## src/rtl/cmd_decoder_pkg.sv

```systemverilog
// Shared constants and types for the command decoder.
`default_nettype none
package cmd_decoder_pkg;

  localparam int SYNC_STAGES = 3;
  localparam int RESET_STAGES = 2;
  localparam int CA_WIDTH = 10;
  localparam int BANK_WIDTH = 3;
  localparam int ROW_WIDTH = 15;
  localparam int COL_WIDTH = 12;
  localparam int MA_WIDTH = 8;
  localparam int OP_WIDTH = 8;
  localparam int DEFAULT_BANKS = 8;
  localparam int PB_REFRESH_BANKS = 8;

  // First-half opcode fields, CA3..CA0.
  localparam logic [3:0] OPC_MRW = 4'h0;
  localparam logic [3:0] OPC_MRR = 4'h8;
  localparam logic [3:0] OPC_REF_PB = 4'h4;
  localparam logic [3:0] OPC_REF_AB = 4'hC;
  localparam logic [3:0] OPC_PRE = 4'hB;
  localparam logic [3:0] OPC_BST = 4'h3;
  localparam logic [1:0] OPC_ACT = 2'h2;
  localparam logic [1:0] OPC_RDWR = 2'h1;
  localparam logic [2:0] OPC_NOP = 3'h7;
  localparam logic [2:0] OPC_SELF_REFRESH = 3'h4;
  localparam logic [2:0] OPC_DEEP = 3'h3;

  // Field positions on the bus.
  localparam int POS_OPC_HI = 3;
  localparam int POS_RW = 2;
  localparam int POS_AB = 4;
  localparam int POS_AP = 0;
  localparam int POS_BANK = 7;
  localparam int POS_MA_R = 4;
  localparam int POS_MA_F = 0;
  localparam int POS_OP = 2;
  localparam int POS_ROW_R = 2;
  localparam int POS_ROW_F = 0;
  localparam int POS_ROW_HI = 8;
  localparam int POS_COL_R = 5;
  localparam int POS_COL_F = 1;

  typedef enum logic [3:0] {
    CMD_NOP = 4'h0,
    CMD_MRW = 4'h1,
    CMD_MRR = 4'h2,
    CMD_REF_PB = 4'h3,
    CMD_REF_AB = 4'h4,
    CMD_ACT = 4'h5,
    CMD_WR = 4'h6,
    CMD_RD = 4'h7,
    CMD_PRE = 4'h8,
    CMD_BST = 4'h9,
    CMD_ILLEGAL = 4'hF
  } cmd_type;

  typedef enum logic [3:0] {
    PWR_ACTIVE = 4'h1,
    PWR_DOWN = 4'h2,
    PWR_SELF_REFRESH = 4'h4,
    PWR_DEEP_SLEEP = 4'h8
  } power_type;

  typedef struct packed {
    cmd_type cmd;
    logic [BANK_WIDTH-1:0] bank;
    logic [ROW_WIDTH-1:0] row;
    logic [COL_WIDTH-1:0] col;
    logic auto_precharge_flag;
    logic all_banks_flag;
    logic [MA_WIDTH-1:0] mode_reg_addr;
    logic [OP_WIDTH-1:0] mode_reg_operand;
  } cmd_fields_type;

endpackage
`default_nettype wire

```

## src/rtl/lpddr2_command_decoder.sv

```systemverilog
// Command/address decoder sampling a double-data-rate command bus.
`timescale 1ns/1ps
`default_nettype none

// Functional notes
// Controller never issues unspecified commands.
// Decode opcode from CS, CKE, CA0-CA3.
// Rising half then falling half per command.
// CS and CKE sampled on rising edges only. The code takes the power-state exit from CKE on any cycle instead.
// Bank field from first-half CA7-CA9.
// Second-half CA0 flags auto precharge.
// All-banks precharge ignores bank field.
// Column bit zero always forced low.
// Per-bank refresh only with eight banks.
// Self refresh, deep sleep exit on CKE.
// Controller drives don't-care lines defined.
// Mode write address and operand extraction.
// Mode read address extraction.
// Activate row and bank extraction.
// Read/write select, column and bank extraction.
// CKE falling enters power states by code.
// Controller waits exit time after power-down.
// NOP only with CKE steady two cycles.
module lpddr2_command_decoder #(
  parameter int NUM_BANKS = cmd_decoder_pkg::DEFAULT_BANKS
) (
  input wire logic clock,
  input wire logic rst_b,
  input wire logic mem_ck,
  input wire logic cs_b,
  input wire logic cke,
  input wire logic [cmd_decoder_pkg::CA_WIDTH-1:0] ca,
  output cmd_decoder_pkg::cmd_fields_type command,
  output logic command_valid,
  output cmd_decoder_pkg::power_type power_state,
  output logic illegal_event
);

  localparam int N = cmd_decoder_pkg::SYNC_STAGES;
  localparam int W = cmd_decoder_pkg::CA_WIDTH;
  localparam int POS_OPC_HI_IDX = cmd_decoder_pkg::POS_OPC_HI;

  if (NUM_BANKS != 4 && NUM_BANKS != 8)
  begin : g_bank_check
    $error("NUM_BANKS must be 4 or 8");
  end

  typedef enum logic [1:0] {
    HALF_IDLE = 2'b01,
    HALF_WAIT_FALL = 2'b10
  } half_type;

  logic [cmd_decoder_pkg::RESET_STAGES-1:0] rst_sync_r;
  logic reset_b;
  logic [N-1:0] ck_s_r;
  logic [N-1:0] cs_s_r;
  logic [N-1:0] cke_s_r;
  logic [W-1:0] ca_s_r [N];
  logic ck_rise;
  logic ck_fall;
  logic cs_now;
  logic cke_now;
  logic [W-1:0] ca_now;
  logic cke_prev_r;
  logic [W-1:0] ca_rise_r;
  half_type half_r;
  cmd_decoder_pkg::cmd_fields_type fields_nxt;
  cmd_decoder_pkg::cmd_type cmd_sel;

  // The reset is released through two flip-flops so every register leaves reset together.
  always_ff @(posedge clock or negedge rst_b)
  begin
    if (!rst_b)
      rst_sync_r <= '0;
    else
      rst_sync_r <= {rst_sync_r[cmd_decoder_pkg::RESET_STAGES-2:0], 1'b1};
  end
  assign reset_b = rst_sync_r[cmd_decoder_pkg::RESET_STAGES-1];

  // Every pin crosses three flip-flops; only the last two stages are looked at.
  always_ff @(posedge clock or negedge reset_b)
  begin
    if (!reset_b)
    begin
      ck_s_r <= '0;
      cs_s_r <= '1;
      cke_s_r <= '0;
    end
    else
    begin
      ck_s_r <= {ck_s_r[N-2:0], mem_ck};
      cs_s_r <= {cs_s_r[N-2:0], cs_b};
      cke_s_r <= {cke_s_r[N-2:0], cke};
    end
  end

  // The first stage is split off so no stage ever names an index below zero.
  for (genvar i = 0; i < N; i++)
  begin : g_ca_sync
    if (i == 0)
    begin : g_first
      always_ff @(posedge clock or negedge reset_b)
      begin
        if (!reset_b)
          ca_s_r[i] <= '0;
        else
          ca_s_r[i] <= ca;
      end
    end
    else
    begin : g_next
      always_ff @(posedge clock or negedge reset_b)
      begin
        if (!reset_b)
          ca_s_r[i] <= '0;
        else
          ca_s_r[i] <= ca_s_r[i-1];
      end
    end
  end

  // Data is taken from the last stage, one cycle ahead of the clock edge seen.
  assign ck_rise = ck_s_r[1] && !ck_s_r[2];
  assign ck_fall = !ck_s_r[1] && ck_s_r[2];
  assign cs_now = cs_s_r[2];
  assign cke_now = cke_s_r[2];
  assign ca_now = ca_s_r[N-1];

  // CS and CKE are captured at a rising edge, except the power exit, which follows CKE on any cycle.
  always_ff @(posedge clock or negedge reset_b)
  begin
    if (!reset_b)
      cke_prev_r <= 1'b0;
    else if (ck_rise)
      cke_prev_r <= cke_now;
  end

  // First half opcode selection from the held rising-edge sample.
  always_comb
  begin
    cmd_sel = cmd_decoder_pkg::CMD_ILLEGAL;
    if (ca_rise_r[POS_OPC_HI_IDX:0] == cmd_decoder_pkg::OPC_MRW)
      cmd_sel = cmd_decoder_pkg::CMD_MRW;
    else if (ca_rise_r[POS_OPC_HI_IDX:0] == cmd_decoder_pkg::OPC_MRR)
      cmd_sel = cmd_decoder_pkg::CMD_MRR;
    else if (ca_rise_r[POS_OPC_HI_IDX:0] == cmd_decoder_pkg::OPC_REF_PB)
      cmd_sel = (NUM_BANKS == cmd_decoder_pkg::PB_REFRESH_BANKS) ?
                cmd_decoder_pkg::CMD_REF_PB : cmd_decoder_pkg::CMD_ILLEGAL;
    else if (ca_rise_r[POS_OPC_HI_IDX:0] == cmd_decoder_pkg::OPC_REF_AB)
      cmd_sel = cmd_decoder_pkg::CMD_REF_AB;
    else if (ca_rise_r[1:0] == cmd_decoder_pkg::OPC_ACT)
      cmd_sel = cmd_decoder_pkg::CMD_ACT;
    else if (ca_rise_r[1:0] == cmd_decoder_pkg::OPC_RDWR)
      cmd_sel = ca_rise_r[cmd_decoder_pkg::POS_RW] ?
                cmd_decoder_pkg::CMD_RD : cmd_decoder_pkg::CMD_WR;
    else if (ca_rise_r[POS_OPC_HI_IDX:0] == cmd_decoder_pkg::OPC_PRE)
      cmd_sel = cmd_decoder_pkg::CMD_PRE;
    else if (ca_rise_r[POS_OPC_HI_IDX:0] == cmd_decoder_pkg::OPC_BST)
      cmd_sel = cmd_decoder_pkg::CMD_BST;
    else if (ca_rise_r[2:0] == cmd_decoder_pkg::OPC_NOP)
      cmd_sel = cmd_decoder_pkg::CMD_NOP;
  end

  // Field extraction: rising half held in ca_rise_r, falling half live on ca_now.
  always_comb
  begin
    fields_nxt = '0;
    fields_nxt.cmd = cmd_sel;
    unique case (cmd_sel)
      cmd_decoder_pkg::CMD_MRW, cmd_decoder_pkg::CMD_MRR:
      begin
        fields_nxt.mode_reg_addr = {ca_now[cmd_decoder_pkg::POS_MA_F +: 2],
                                    ca_rise_r[cmd_decoder_pkg::POS_MA_R +: 6]};
        if (cmd_sel == cmd_decoder_pkg::CMD_MRW)
          fields_nxt.mode_reg_operand = ca_now[cmd_decoder_pkg::POS_OP +: 8];
      end
      cmd_decoder_pkg::CMD_ACT:
      begin
        fields_nxt.bank = ca_rise_r[cmd_decoder_pkg::POS_BANK +: 3];
        fields_nxt.row = {ca_now[cmd_decoder_pkg::POS_ROW_HI +: 2],
                          ca_rise_r[cmd_decoder_pkg::POS_ROW_R +: 5],
                          ca_now[cmd_decoder_pkg::POS_ROW_F +: 8]};
      end
      cmd_decoder_pkg::CMD_RD, cmd_decoder_pkg::CMD_WR:
      begin
        fields_nxt.bank = ca_rise_r[cmd_decoder_pkg::POS_BANK +: 3];
        fields_nxt.col = {ca_now[cmd_decoder_pkg::POS_COL_F +: 9],
                          ca_rise_r[cmd_decoder_pkg::POS_COL_R +: 2],
                          1'b0};
        fields_nxt.auto_precharge_flag = ca_now[cmd_decoder_pkg::POS_AP];
      end
      cmd_decoder_pkg::CMD_PRE:
      begin
        fields_nxt.all_banks_flag = ca_rise_r[cmd_decoder_pkg::POS_AB];
        // With the all-banks flag set the bank field is reported as zero.
        fields_nxt.bank = ca_rise_r[cmd_decoder_pkg::POS_AB] ?
                          '0 : ca_rise_r[cmd_decoder_pkg::POS_BANK +: 3];
      end
      default:
      begin
        fields_nxt.cmd = cmd_sel;
      end
    endcase
  end

  // Two-half capture: a command taken at a rising edge completes at the next falling edge.
  always_ff @(posedge clock or negedge reset_b)
  begin
    if (!reset_b)
    begin
      half_r <= HALF_IDLE;
      ca_rise_r <= '0;
      command <= '0;
      command_valid <= 1'b0;
    end
    else
    begin
      command_valid <= 1'b0;
      unique case (half_r)
        HALF_IDLE:
        begin
          if (ck_rise && cke_prev_r && cke_now &&
              power_state == cmd_decoder_pkg::PWR_ACTIVE)
          begin
            // CS high decodes as NOP without looking at the bus.
            ca_rise_r <= cs_now ? {{(W-3){1'b0}}, cmd_decoder_pkg::OPC_NOP} : ca_now;
            half_r <= HALF_WAIT_FALL;
          end
        end
        HALF_WAIT_FALL:
        begin
          if (ck_fall)
          begin
            command <= fields_nxt;
            command_valid <= 1'b1;
            half_r <= HALF_IDLE;
          end
        end
      endcase
    end
  end

  // Power state tracking; exits follow CKE alone, without waiting for a clock edge.
  always_ff @(posedge clock or negedge reset_b)
  begin
    if (!reset_b)
      power_state <= cmd_decoder_pkg::PWR_ACTIVE;
    else if (power_state != cmd_decoder_pkg::PWR_ACTIVE)
    begin
      if (cke_now)
        power_state <= cmd_decoder_pkg::PWR_ACTIVE;
    end
    else if (ck_rise && cke_prev_r && !cke_now)
    begin
      if (cs_now)
        power_state <= cmd_decoder_pkg::PWR_DOWN;
      else if (ca_now[2:0] == cmd_decoder_pkg::OPC_SELF_REFRESH)
        power_state <= cmd_decoder_pkg::PWR_SELF_REFRESH;
      else if (ca_now[2:0] == cmd_decoder_pkg::OPC_DEEP)
        power_state <= cmd_decoder_pkg::PWR_DEEP_SLEEP;
    end
  end

  // Flags codes the device cannot act on; recovery is up to the controller.
  always_ff @(posedge clock or negedge reset_b)
  begin
    if (!reset_b)
      illegal_event <= 1'b0;
    else
      illegal_event <= (ck_fall && half_r == HALF_WAIT_FALL &&
                        cmd_sel == cmd_decoder_pkg::CMD_ILLEGAL) ||
                       (ck_rise && cke_prev_r && !cke_now && !cs_now &&
                        ca_now[2:0] != cmd_decoder_pkg::OPC_SELF_REFRESH &&
                        ca_now[2:0] != cmd_decoder_pkg::OPC_DEEP) ||
                       (ck_rise && !cke_prev_r && cke_now && !cs_now);
  end

endmodule // lpddr2_command_decoder
`default_nettype wire

```

## config.mk

```make
export PLATFORM = sky130hd
export DESIGN_NAME = lpddr2_command_decoder
export DESIGN_NICKNAME = d
export VERILOG_FILES = /design/src/rtl/cmd_decoder_pkg.sv /design/src/rtl/lpddr2_command_decoder.sv
export SDC_FILE = /design/constraint.sdc
export NUM_CORES = 1
export LEC_CHECK = 0
export BUFFER_PORTS_ARGS = -buffer_cell sky130_fd_sc_hd__buf_2
export CAP_MARGIN = 5
export CORE_MARGIN = 2
export CORE_UTILIZATION = 59
export CTS_CLUSTER_SIZE = 16
export DETAILED_ROUTE_END_ITERATION = 12
export PLACE_DENSITY = 0.86
export REMOVE_ABC_BUFFERS = 1
export SYNTH_ARGS = -nofsm -noshare
export SYNTH_HDL_FRONTEND = slang
export SYNTH_SLANG_ARGS = --single-unit
```

## constraint.sdc

```tcl
create_clock -name clock -period 8.3 [get_ports clock]
set_clock_uncertainty 0.05 [all_clocks]
set_input_delay 0.415 -clock clock [delete_from_list [all_inputs] [get_ports clock]]
set_output_delay 0.415 -clock clock [all_outputs]
set_load 0.03 [all_outputs]
```

==> results.txt, run 1 <==
----------------------------------------------------
[Synthesis]
  Post-synthesis compound-gate area fraction ... 9.19%
  Average footprint of a synthesized cell ... 11.7 um^2
  Number of synthesis warnings ... 0
  Synth cell types ... 45
  Share of synthesized cell area in and, or, nand and nor gates ... 17.2%
  #FFs+latches synth ... 111
  Sequential element share of the synthesized area ... 68.4%
  Syn Std Cell Area ... 4070 um^2
  Async S/R FF share, synth ... 100%
  Largest family of logic cells by synthesized area ... simple AND/OR/NAND/NOR gates
  EDFF count, synth ... 0
  Share of synthesized cell area in full adder, half adder and majority cells ... 1.84%
  Share of synthesized area spent on multiplexers ... 0%
  Share of the synthesized netlist area taken by xor and xnor gates ... 0.215%
  Most frequently used flop master after synthesis ... sky130_fd_sc_hd__dfrtp_1
  Gate Count Post-Synth ... 349

[Drt]
  Overall via count from detail_route ... 2764
  Number of iterations in the first detailed-routing pass ... 4
  Drt wl/cell ... 15.5 um
  Vias per inst ... 5.55
  Number of routed nets with antenna violations ... 0
  Sum of routed wire length over all layers ... 7710 um
  Starting DRT DRC Count ... 206
  DRC violation count after routing ... 0

[Floorplanning]
  Std-Cell Rows ... 30
  Count of boundary I/O pins ... 73
  Die Ht ... 87.1 um
  Std-Cell Core Area ... 6720 um^2
  Starting density of the core ... 60.6%
  Die area ... 7580 um^2
  Horizontal die dimension ... 87.1 um

[Power and ir drop]
  Static Leakage ... 2.44 nW
  Share of power burned in combinational logic ... 14.9%
  Sequential power share ... 55.6%
  Internal ... 0.775 mW
  Max VDD drop ... 0.000146 V
  Portion of total power attributed to the clock network ... 29.4%
  Power per cell area ... 237 nW/um^2
  Switching power as a share of total power ... 29.7%
  Power spent charging and discharging nets ... 0.328 mW

[Critical path]
  Top delay family on crit path ... buffers and inverters
  Beginning of the worst register-to-register path ... half_r[0]
  Worst setup path class ... reg -> reg
  Maximum fanout along the worst path ... 54
  Worst reg-to-reg path cell count ... 6
  Sequence of cells on the critical path ... nand4bb_2 > buf_4 > clkinv_1 > o21ai_0 > a31oi_1 > a21oi_1
  Minimum setup slack among reg-to-reg paths ... 5.24 ns
  Startpoint Class ... register
  Critical register-to-register path endpoint ... command[14]
  CP max-delay cell ... sky130_fd_sc_hd__clkinv_1
  Worst Path Arrival ... 3.30 ns
  CP peak stage delay ... 1.03 ns
  Data required time at the worst endpoint ... 8.54 ns
  CP Buf/Inv Count ... 2
  Kind of end point of the critical path ... register

[Finish]
  Area growth syn-to-layout ... 14.5%
  Fillers ... 493
  Post-layout nets ... 434
  Share of final-layout standard cells stronger than drive strength 1 ... 25.4%
  Diodes inserted ... 0
  Leading cell type in the layout, fill and taps excluded ... sky130_fd_sc_hd__dfrtp_1
  Most frequent cells in the layout ... sky130_fd_sc_hd__dfrtp_1 (105), sky130_fd_sc_hd__nand2_1 (92), sky130_fd_sc_hd__buf_2 (71)
  Area of the multi-input gates ... 1170 um^2
  Sequential cell area ... 2790 um^2

[GRT]
  Wire length of the first global-routing pass ... 12900 um
  Antenna violations before repair ... 0
  Maximum number of pins on one net before global-route repair ... 84
  Congestion Overflow GR ... 0
  Number of global-route vias before repair ... 2758
  Total GRT Usage ... 22.3%

[Flow run]
  Number of maximum-capacitance violations ... 0

[Run status]
  Run status ... finished clean

[Hold path]
  Hold path start ... cs_b
  Hold WC Path Type ... in -> reg
  Worst hold path endpoint ... cs_s_r[0]
  Worst Hold Path Cells ... 1

[Timing]
  Final Hold Viols ... 0
  TNS Setup ... 0 ns
  Period utilization ... 36.9%
  Transition time at the pin with the least slew margin ... 1.10 ns
  Peak Freq ... 0.327 GHz
  Worst-case setup margin in the final layout ... 5.24 ns
  Number of max-slew violations in the final report ... 0
  Setup-violating endpoint count in the final report ... 0
  Worst-case headroom to the max-slew limit ... 26.4%
  Shortest period the worst path allows ... 3.06 ns
  RSZ-0062 raised after global routing ... false

[Placed design]
  Sum of net half-perimeters after detailed placement ... 4940 um
  Post-placement setup slack ... 5.28 ns
  Final estimated routing congestion in global placement ... 0.822
  Number of buffer cells added on primary ports ... 71

[CTS]
  TritonCTS buffer count ... 9
  Clock latency on the worst-skew pair ... 0.36 ns
  CTS sink cnt ... 111
  Clock slew at reported path FFs ... 0.10 ns
  CTS tree ... done
  Buffer levels on the longest clock path ... 2
  Clk Tree Root Cell ... sky130_fd_sc_hd__clkbuf_8
  Total number of H-tree levels ... 3

----------------------------------------------------
## final cells by class
cell class | instances | area share [%]
flip-flops and latches | 111 | 59.8
multi-input cells | 211 | 25.1
repair buffers | 74 | 8.15
clock buffers | 10 | 2.74
well taps | 80 | 2.15
clock inverters | 6 | 1.61
inverters | 6 | 0.483
## kinds of logic after synthesis
kind of cell,Yosys count
other,2
XOR/XNOR,1
AO/OA/AOI/OAI,52
flip-flops,111
AND/OR/NAND/NOR,150
buffers and inverters,27
adder cells (fa/ha/maj),6
## power by group through the flow
stage	Sequential (mW)	Combinational (mW)	Clock, mW
after floorplan	0.676	0.0550	0
after global placement	0.623	0.161	0
after detailed placement	0.624	0.166	0
after CTS	0.614	0.166	0.331
after global routing	0.619	0.178	0.354
final	0.614	0.165	0.325
## how the worst max path moves through the flow
stage                   start           to  slack (ns)  depth (start not counted)
CTS                 half_r[0]  command[14]        5.24                          6
floorplan           ck_s_r[1]  command[10]        4.86                          5
global placement    half_r[0]   command[9]        5.43                          6
finish              half_r[0]  command[14]        5.24                          6
global route        half_r[0]   command[8]        4.97                          6
detailed placement  half_r[0]  command[14]        5.28                          6
## synth_stat cells (2+ instances only)
library cell / instances / area [um^2]
sky130_fd_sc_hd__clkbuf_1: 13 / 48.8
sky130_fd_sc_hd__nand2_1: 92 / 345
sky130_fd_sc_hd__buf_6: 2 / 22.5
sky130_fd_sc_hd__nand2b_1: 10 / 62.6
sky130_fd_sc_hd__ha_1: 6 / 75.1
sky130_fd_sc_hd__nand3b_1: 2 / 15.0
sky130_fd_sc_hd__o21ai_2: 6 / 52.6
sky130_fd_sc_hd__nand3_1: 27 / 135
sky130_fd_sc_hd__nor2_1: 7 / 26.3
sky130_fd_sc_hd__o21ai_0: 3 / 15.0
sky130_fd_sc_hd__buf_2: 2 / 10.0
sky130_fd_sc_hd__dfrtp_1: 106 / 2650
sky130_fd_sc_hd__buf_1: 3 / 11.3
sky130_fd_sc_hd__a21oi_1: 12 / 60.1
sky130_fd_sc_hd__o21ai_1: 3 / 15.0
sky130_fd_sc_hd__a22o_1: 11 / 96.3
sky130_fd_sc_hd__conb_1: 2 / 7.51
sky130_fd_sc_hd__dfstp_2: 5 / 131
sky130_fd_sc_hd__a21o_1: 4 / 30.0
sky130_fd_sc_hd__nand4bb_1: 2 / 22.5
sky130_fd_sc_hd__nor2b_1: 2 / 12.5
sky130_fd_sc_hd__a41oi_1: 2 / 17.5
sky130_fd_sc_hd__inv_1: 5 / 18.8
## registers in the layout, indices dropped and copies added, names as in the netlist
name	flops
rst_sync_r	2
ck_s_r	3
ca_s_r	20
cs_s_r	3
command	51
illegal_event	1
command_valid	1
cke_prev_r	1
cke_s_r	3
power_state	4
ca_now	10
half_r	2
ca_rise_r	10
## through the flow
| stage | instances | utilization (%) | cell area (um^2) | power [mW] | hold slack [ns] |
|---|---|---|---|---|---|
| 2_1_floorplan | 328 | - | 3970 | 0.731 | 0.0694 |
| 3_3_place_gp | 481 | 66.3 | 4450 | 0.784 | 0.150 |
| 3_5_place_dp | 481 | 66.3 | 4450 | 0.790 | 0.151 |
| 4_1_cts | 498 | 69.4 | 4660 | 1.11 | 0.0767 |
| 5_1_grt | 498 | 69.4 | 4660 | 1.15 | 0.0741 |
| 6_report | 498 | 69.4 | 4660 | 1.10 | 0.0961 |
## worst register-to-register path, delay by kind of cell, from the launching register on
family          cells  cell delay [ns]
buf+inv             2             1.51
simple gates        1             0.12
flops               1             0.55
compound gates      3             0.77
## metal layers
metal	vias to the layer above	track usage [%]	share of wire (%)
li1	1289	-	-
met1	1361	30.7	43
met2	104	34.8	50
met3	10	2.94	5.4
met4	0	12.4	1.8
met5	-	0	0
## repair_timing
item | in CTS | in global routing
setup endpoints to repair | 0 | 0
gates resized for setup | 0 | 0
hold buffers | 1 | 0
setup buffers | 0 | 0
endpoints found under the hold margin | 2 | 0
No activity file was read; power rests on OpenSTA's default activity.
==> run 2, diff against run 1 <==
--- a/config.mk
+++ b/config.mk
@@ -8,10 +8,10 @@
 export BUFFER_PORTS_ARGS = -buffer_cell sky130_fd_sc_hd__buf_2
 export CAP_MARGIN = 5
 export CORE_MARGIN = 2
-export CORE_UTILIZATION = 59
+export CORE_UTILIZATION = 49
 export CTS_CLUSTER_SIZE = 16
 export DETAILED_ROUTE_END_ITERATION = 12
-export PLACE_DENSITY = 0.86
+export PLACE_DENSITY = 0.76
 export REMOVE_ABC_BUFFERS = 1
 export SYNTH_ARGS = -nofsm -noshare
 export SYNTH_HDL_FRONTEND = slang
==> constraint.sdc (replaced) <==
create_clock -name clock -period 2.6 [get_ports clock]
set_clock_uncertainty 0.05 [all_clocks]
set_input_delay 0.13 -clock clock [delete_from_list [all_inputs] [get_ports clock]]
set_output_delay 0.13 -clock clock [all_outputs]
set_load 0.03 [all_outputs]
==> results.txt, run 2 (synthesis results as in run 1) <==
----------------------------------------------------
[Run status]
  Run status ... finished clean (unchanged)

[Timing]
  Worst-case headroom to the max-slew limit ... 22.4% (was 26.4%)
  RSZ-0062 raised after global routing ... false (unchanged)
  Final Hold Viols ... 0 (unchanged)
  Shortest period the worst path allows ... 2.35 ns (was 3.06 ns)
  Number of max-slew violations in the final report ... 0 (unchanged)
  Worst hold margin ... 0.194 ns (was 0.0961 ns)
  Peak Freq ... 0.425 GHz (was 0.327 GHz)
  Setup-violating endpoint count in the final report ... 0 (unchanged)
  Period utilization ... 90.5% (was 36.9%)
  Transition time at the pin with the least slew margin ... 1.13 ns (was 1.10 ns)

[GRT]
  Congestion Overflow GR ... 0 (unchanged)
  Antenna violations before repair ... 0 (unchanged)
  Maximum number of pins on one net before global-route repair ... 54 (was 84)
  Number of global-route vias before repair ... 2677 (was 2758)
  Wire length of the first global-routing pass ... 13300 um (was 12900 um)
  Total GRT Usage ... 19.5% (was 22.3%)

[Critical path]
  Data required time at the worst endpoint ... 2.81 ns (was 8.54 ns)
  Worst Path Arrival ... 2.56 ns (was 3.30 ns)
  Worst setup path class ... reg -> reg (unchanged)
  Kind of end point of the critical path ... register (unchanged)
  Minimum setup slack among reg-to-reg paths ... 0.25 ns (was 5.24 ns)
  Startpoint Class ... register (unchanged)
  Maximum fanout along the worst path ... 9 (was 54)

[Power and ir drop]
  Max VDD drop ... 0.000436 V (was 0.000146 V)
  Power spent charging and discharging nets ... 1.06 mW (was 0.328 mW)
  Power per cell area ... 708 nW/um^2 (was 237 nW/um^2)
  Portion of total power attributed to the clock network ... 27.2% (was 29.4%)
  Internal ... 2.41 mW (was 0.775 mW)
  Share of power burned in combinational logic ... 16.4% (was 14.9%)
  Static Leakage ... 2.54 nW (was 2.44 nW)
  Switching power as a share of total power ... 30.5% (was 29.7%)
  Sequential power share ... 56.4% (was 55.6%)

[Drt]
  Sum of routed wire length over all layers ... 8080 um (was 7710 um)
  Vias per inst ... 5.02 (was 5.55)
  Starting DRT DRC Count ... 157 (was 206)
  Number of routed nets with antenna violations ... 0 (unchanged)
  Number of iterations in the first detailed-routing pass ... 4 (unchanged)
  Overall via count from detail_route ... 2739 (was 2764)
  Drt wl/cell ... 14.8 um (was 15.5 um)
  DRC violation count after routing ... 0 (unchanged)

[CTS]
  Setup Buffers After CTS ... 0 (unchanged)
  Buffer levels on the longest clock path ... 2 (unchanged)
  Clock slew at reported path FFs ... 0.11 ns (was 0.10 ns)
  Clk Tree Root Cell ... sky130_fd_sc_hd__clkbuf_8 (unchanged)
  CTS tree ... done (unchanged)
  Total number of H-tree levels ... 3 (unchanged)
  CTS sink cnt ... 111 (unchanged)
  TritonCTS buffer count ... 9 (unchanged)
  Clock latency on the worst-skew pair ... 0.37 ns (was 0.36 ns)

[Finish]
  Most flop-heavy register ... command (unchanged)
  Registers with the highest flip-flop counts ... command x51, ca_s_r x20 (unchanged)
  Leading cell type in the layout, fill and taps excluded ... sky130_fd_sc_hd__dfrtp_1 (unchanged)
  Fillers ... 688 (was 493)
  Sequential cell area ... 2790 um^2 (unchanged)
  Post-layout nets ... 457 (was 434)
  Share of final-layout standard cells stronger than drive strength 1 ... 26.1% (was 25.4%)
  Diodes inserted ... 0 (unchanged)
  Most frequent cells in the layout ... sky130_fd_sc_hd__dfrtp_1 (105), sky130_fd_sc_hd__nand2_1 (92), sky130_fd_sc_hd__buf_2 (71) (unchanged)
  Post-route cell area ... 4910 um^2 (was 4660 um^2)
  Area growth syn-to-layout ... 20.5% (was 14.5%)
  Area of the multi-input gates ... 1180 um^2 (was 1170 um^2)
  Largest register FFs ... 51 (unchanged)

[Placed design]
  Number of buffer cells added on primary ports ... 71 (unchanged)
  Sum of net half-perimeters after detailed placement ... 5530 um (was 4940 um)
  Post-placement cell area ... 4560 um^2 (was 4450 um^2)
  Final estimated routing congestion in global placement ... 0.819 (was 0.822)

[Floorplanning]
  Starting density of the core ... 50.1% (was 60.6%)
  Die Ht ... 95.2 um (was 87.1 um)
  Std-Cell Core Area ... 8130 um^2 (was 6720 um^2)
  Horizontal die dimension ... 95.2 um (was 87.1 um)
  Count of boundary I/O pins ... 73 (unchanged)
  Die area ... 9060 um^2 (was 7580 um^2)
  Std-Cell Rows ... 33 (was 30)

[Hold path]
  Hold WC Path Type ... reg -> async (was in -> reg)

[Flow run]
  Number of maximum-capacitance violations ... 0 (unchanged)

----------------------------------------------------
[run 2: layer usage]
layer / track usage (%) / wire length (um) / vias to the layer above
li1: - / - / 1338
met1: 26.8 / 3580 / 1330
met2: 30.1 / 3930 / 57
met3: 3.79 / 375 / 14
met4: 8.82 / 192 / 0
met5: 0 / 0 / -
[run 2: path summary, 6_finish.rpt]
kind	startpoint	to	depth (start not counted)
worst min register to register	rst_sync_r[1]	command[29]	0
min in group clock	ca_s_r[18]	ca_now[8]	0
worst max register to register	ca_rise_r[0]	command[1]	5
worst max-delay path	ca_rise_r[0]	command[1]	5
max in group asynchronous	rst_sync_r[1]	power_state[0]	1
worst min-delay path	rst_sync_r[1]	command[29]	0
[run 2: layout make-up]
class	count	area share [%]
clock buffers	10	2.60
clock inverters	6	1.15
inverters	6	0.459
multi-input cells	211	24.0
flip-flops and latches	111	56.8
well taps	105	2.68
repair buffers	97	12.2
[run 2: worst max-delay path: stages, from the launching register on]
cell and delay [ns]:
sky130_fd_sc_hd__dfrtp_1 0.43, sky130_fd_sc_hd__inv_1 0.10, sky130_fd_sc_hd__ha_1 0.30, sky130_fd_sc_hd__a2111oi_0 0.96, sky130_fd_sc_hd__nor4_4 0.17, sky130_fd_sc_hd__a22o_1 0.24
[run 2: power groups by stage]
stage	registers, mW	clock network [mW]	logic, mW
floorplan	2.16	0	0.176
CTS	1.96	0.974	0.573
detailed placement	1.99	0	0.556
global placement	1.99	0	0.543
finish	1.96	0.943	0.571
global route	1.98	1.04	0.619
[run 2: stage by stage]
stage          setup slack [ns]  util (%)  setup TNS (ns)  cells  total power [mW]
2_1_floorplan            -0.842         -         -111.18    328              2.33
3_3_place_gp              0.315      56.1               0    515              2.53
3_5_place_dp              0.190      56.1               0    515              2.55
4_1_cts                   0.234      60.2               0    546              3.51
5_1_grt                  0.0390      60.3               0    546              3.64
6_report                  0.248      60.3               0    546              3.47
[run 2: what timing repair did]
item / in CTS / in global routing
hold endpoints to repair: 15 / 0
endpoints found under the setup margin: 0 / 3
hold buffers: 15 / 0
gates resized for setup: 0 / 1
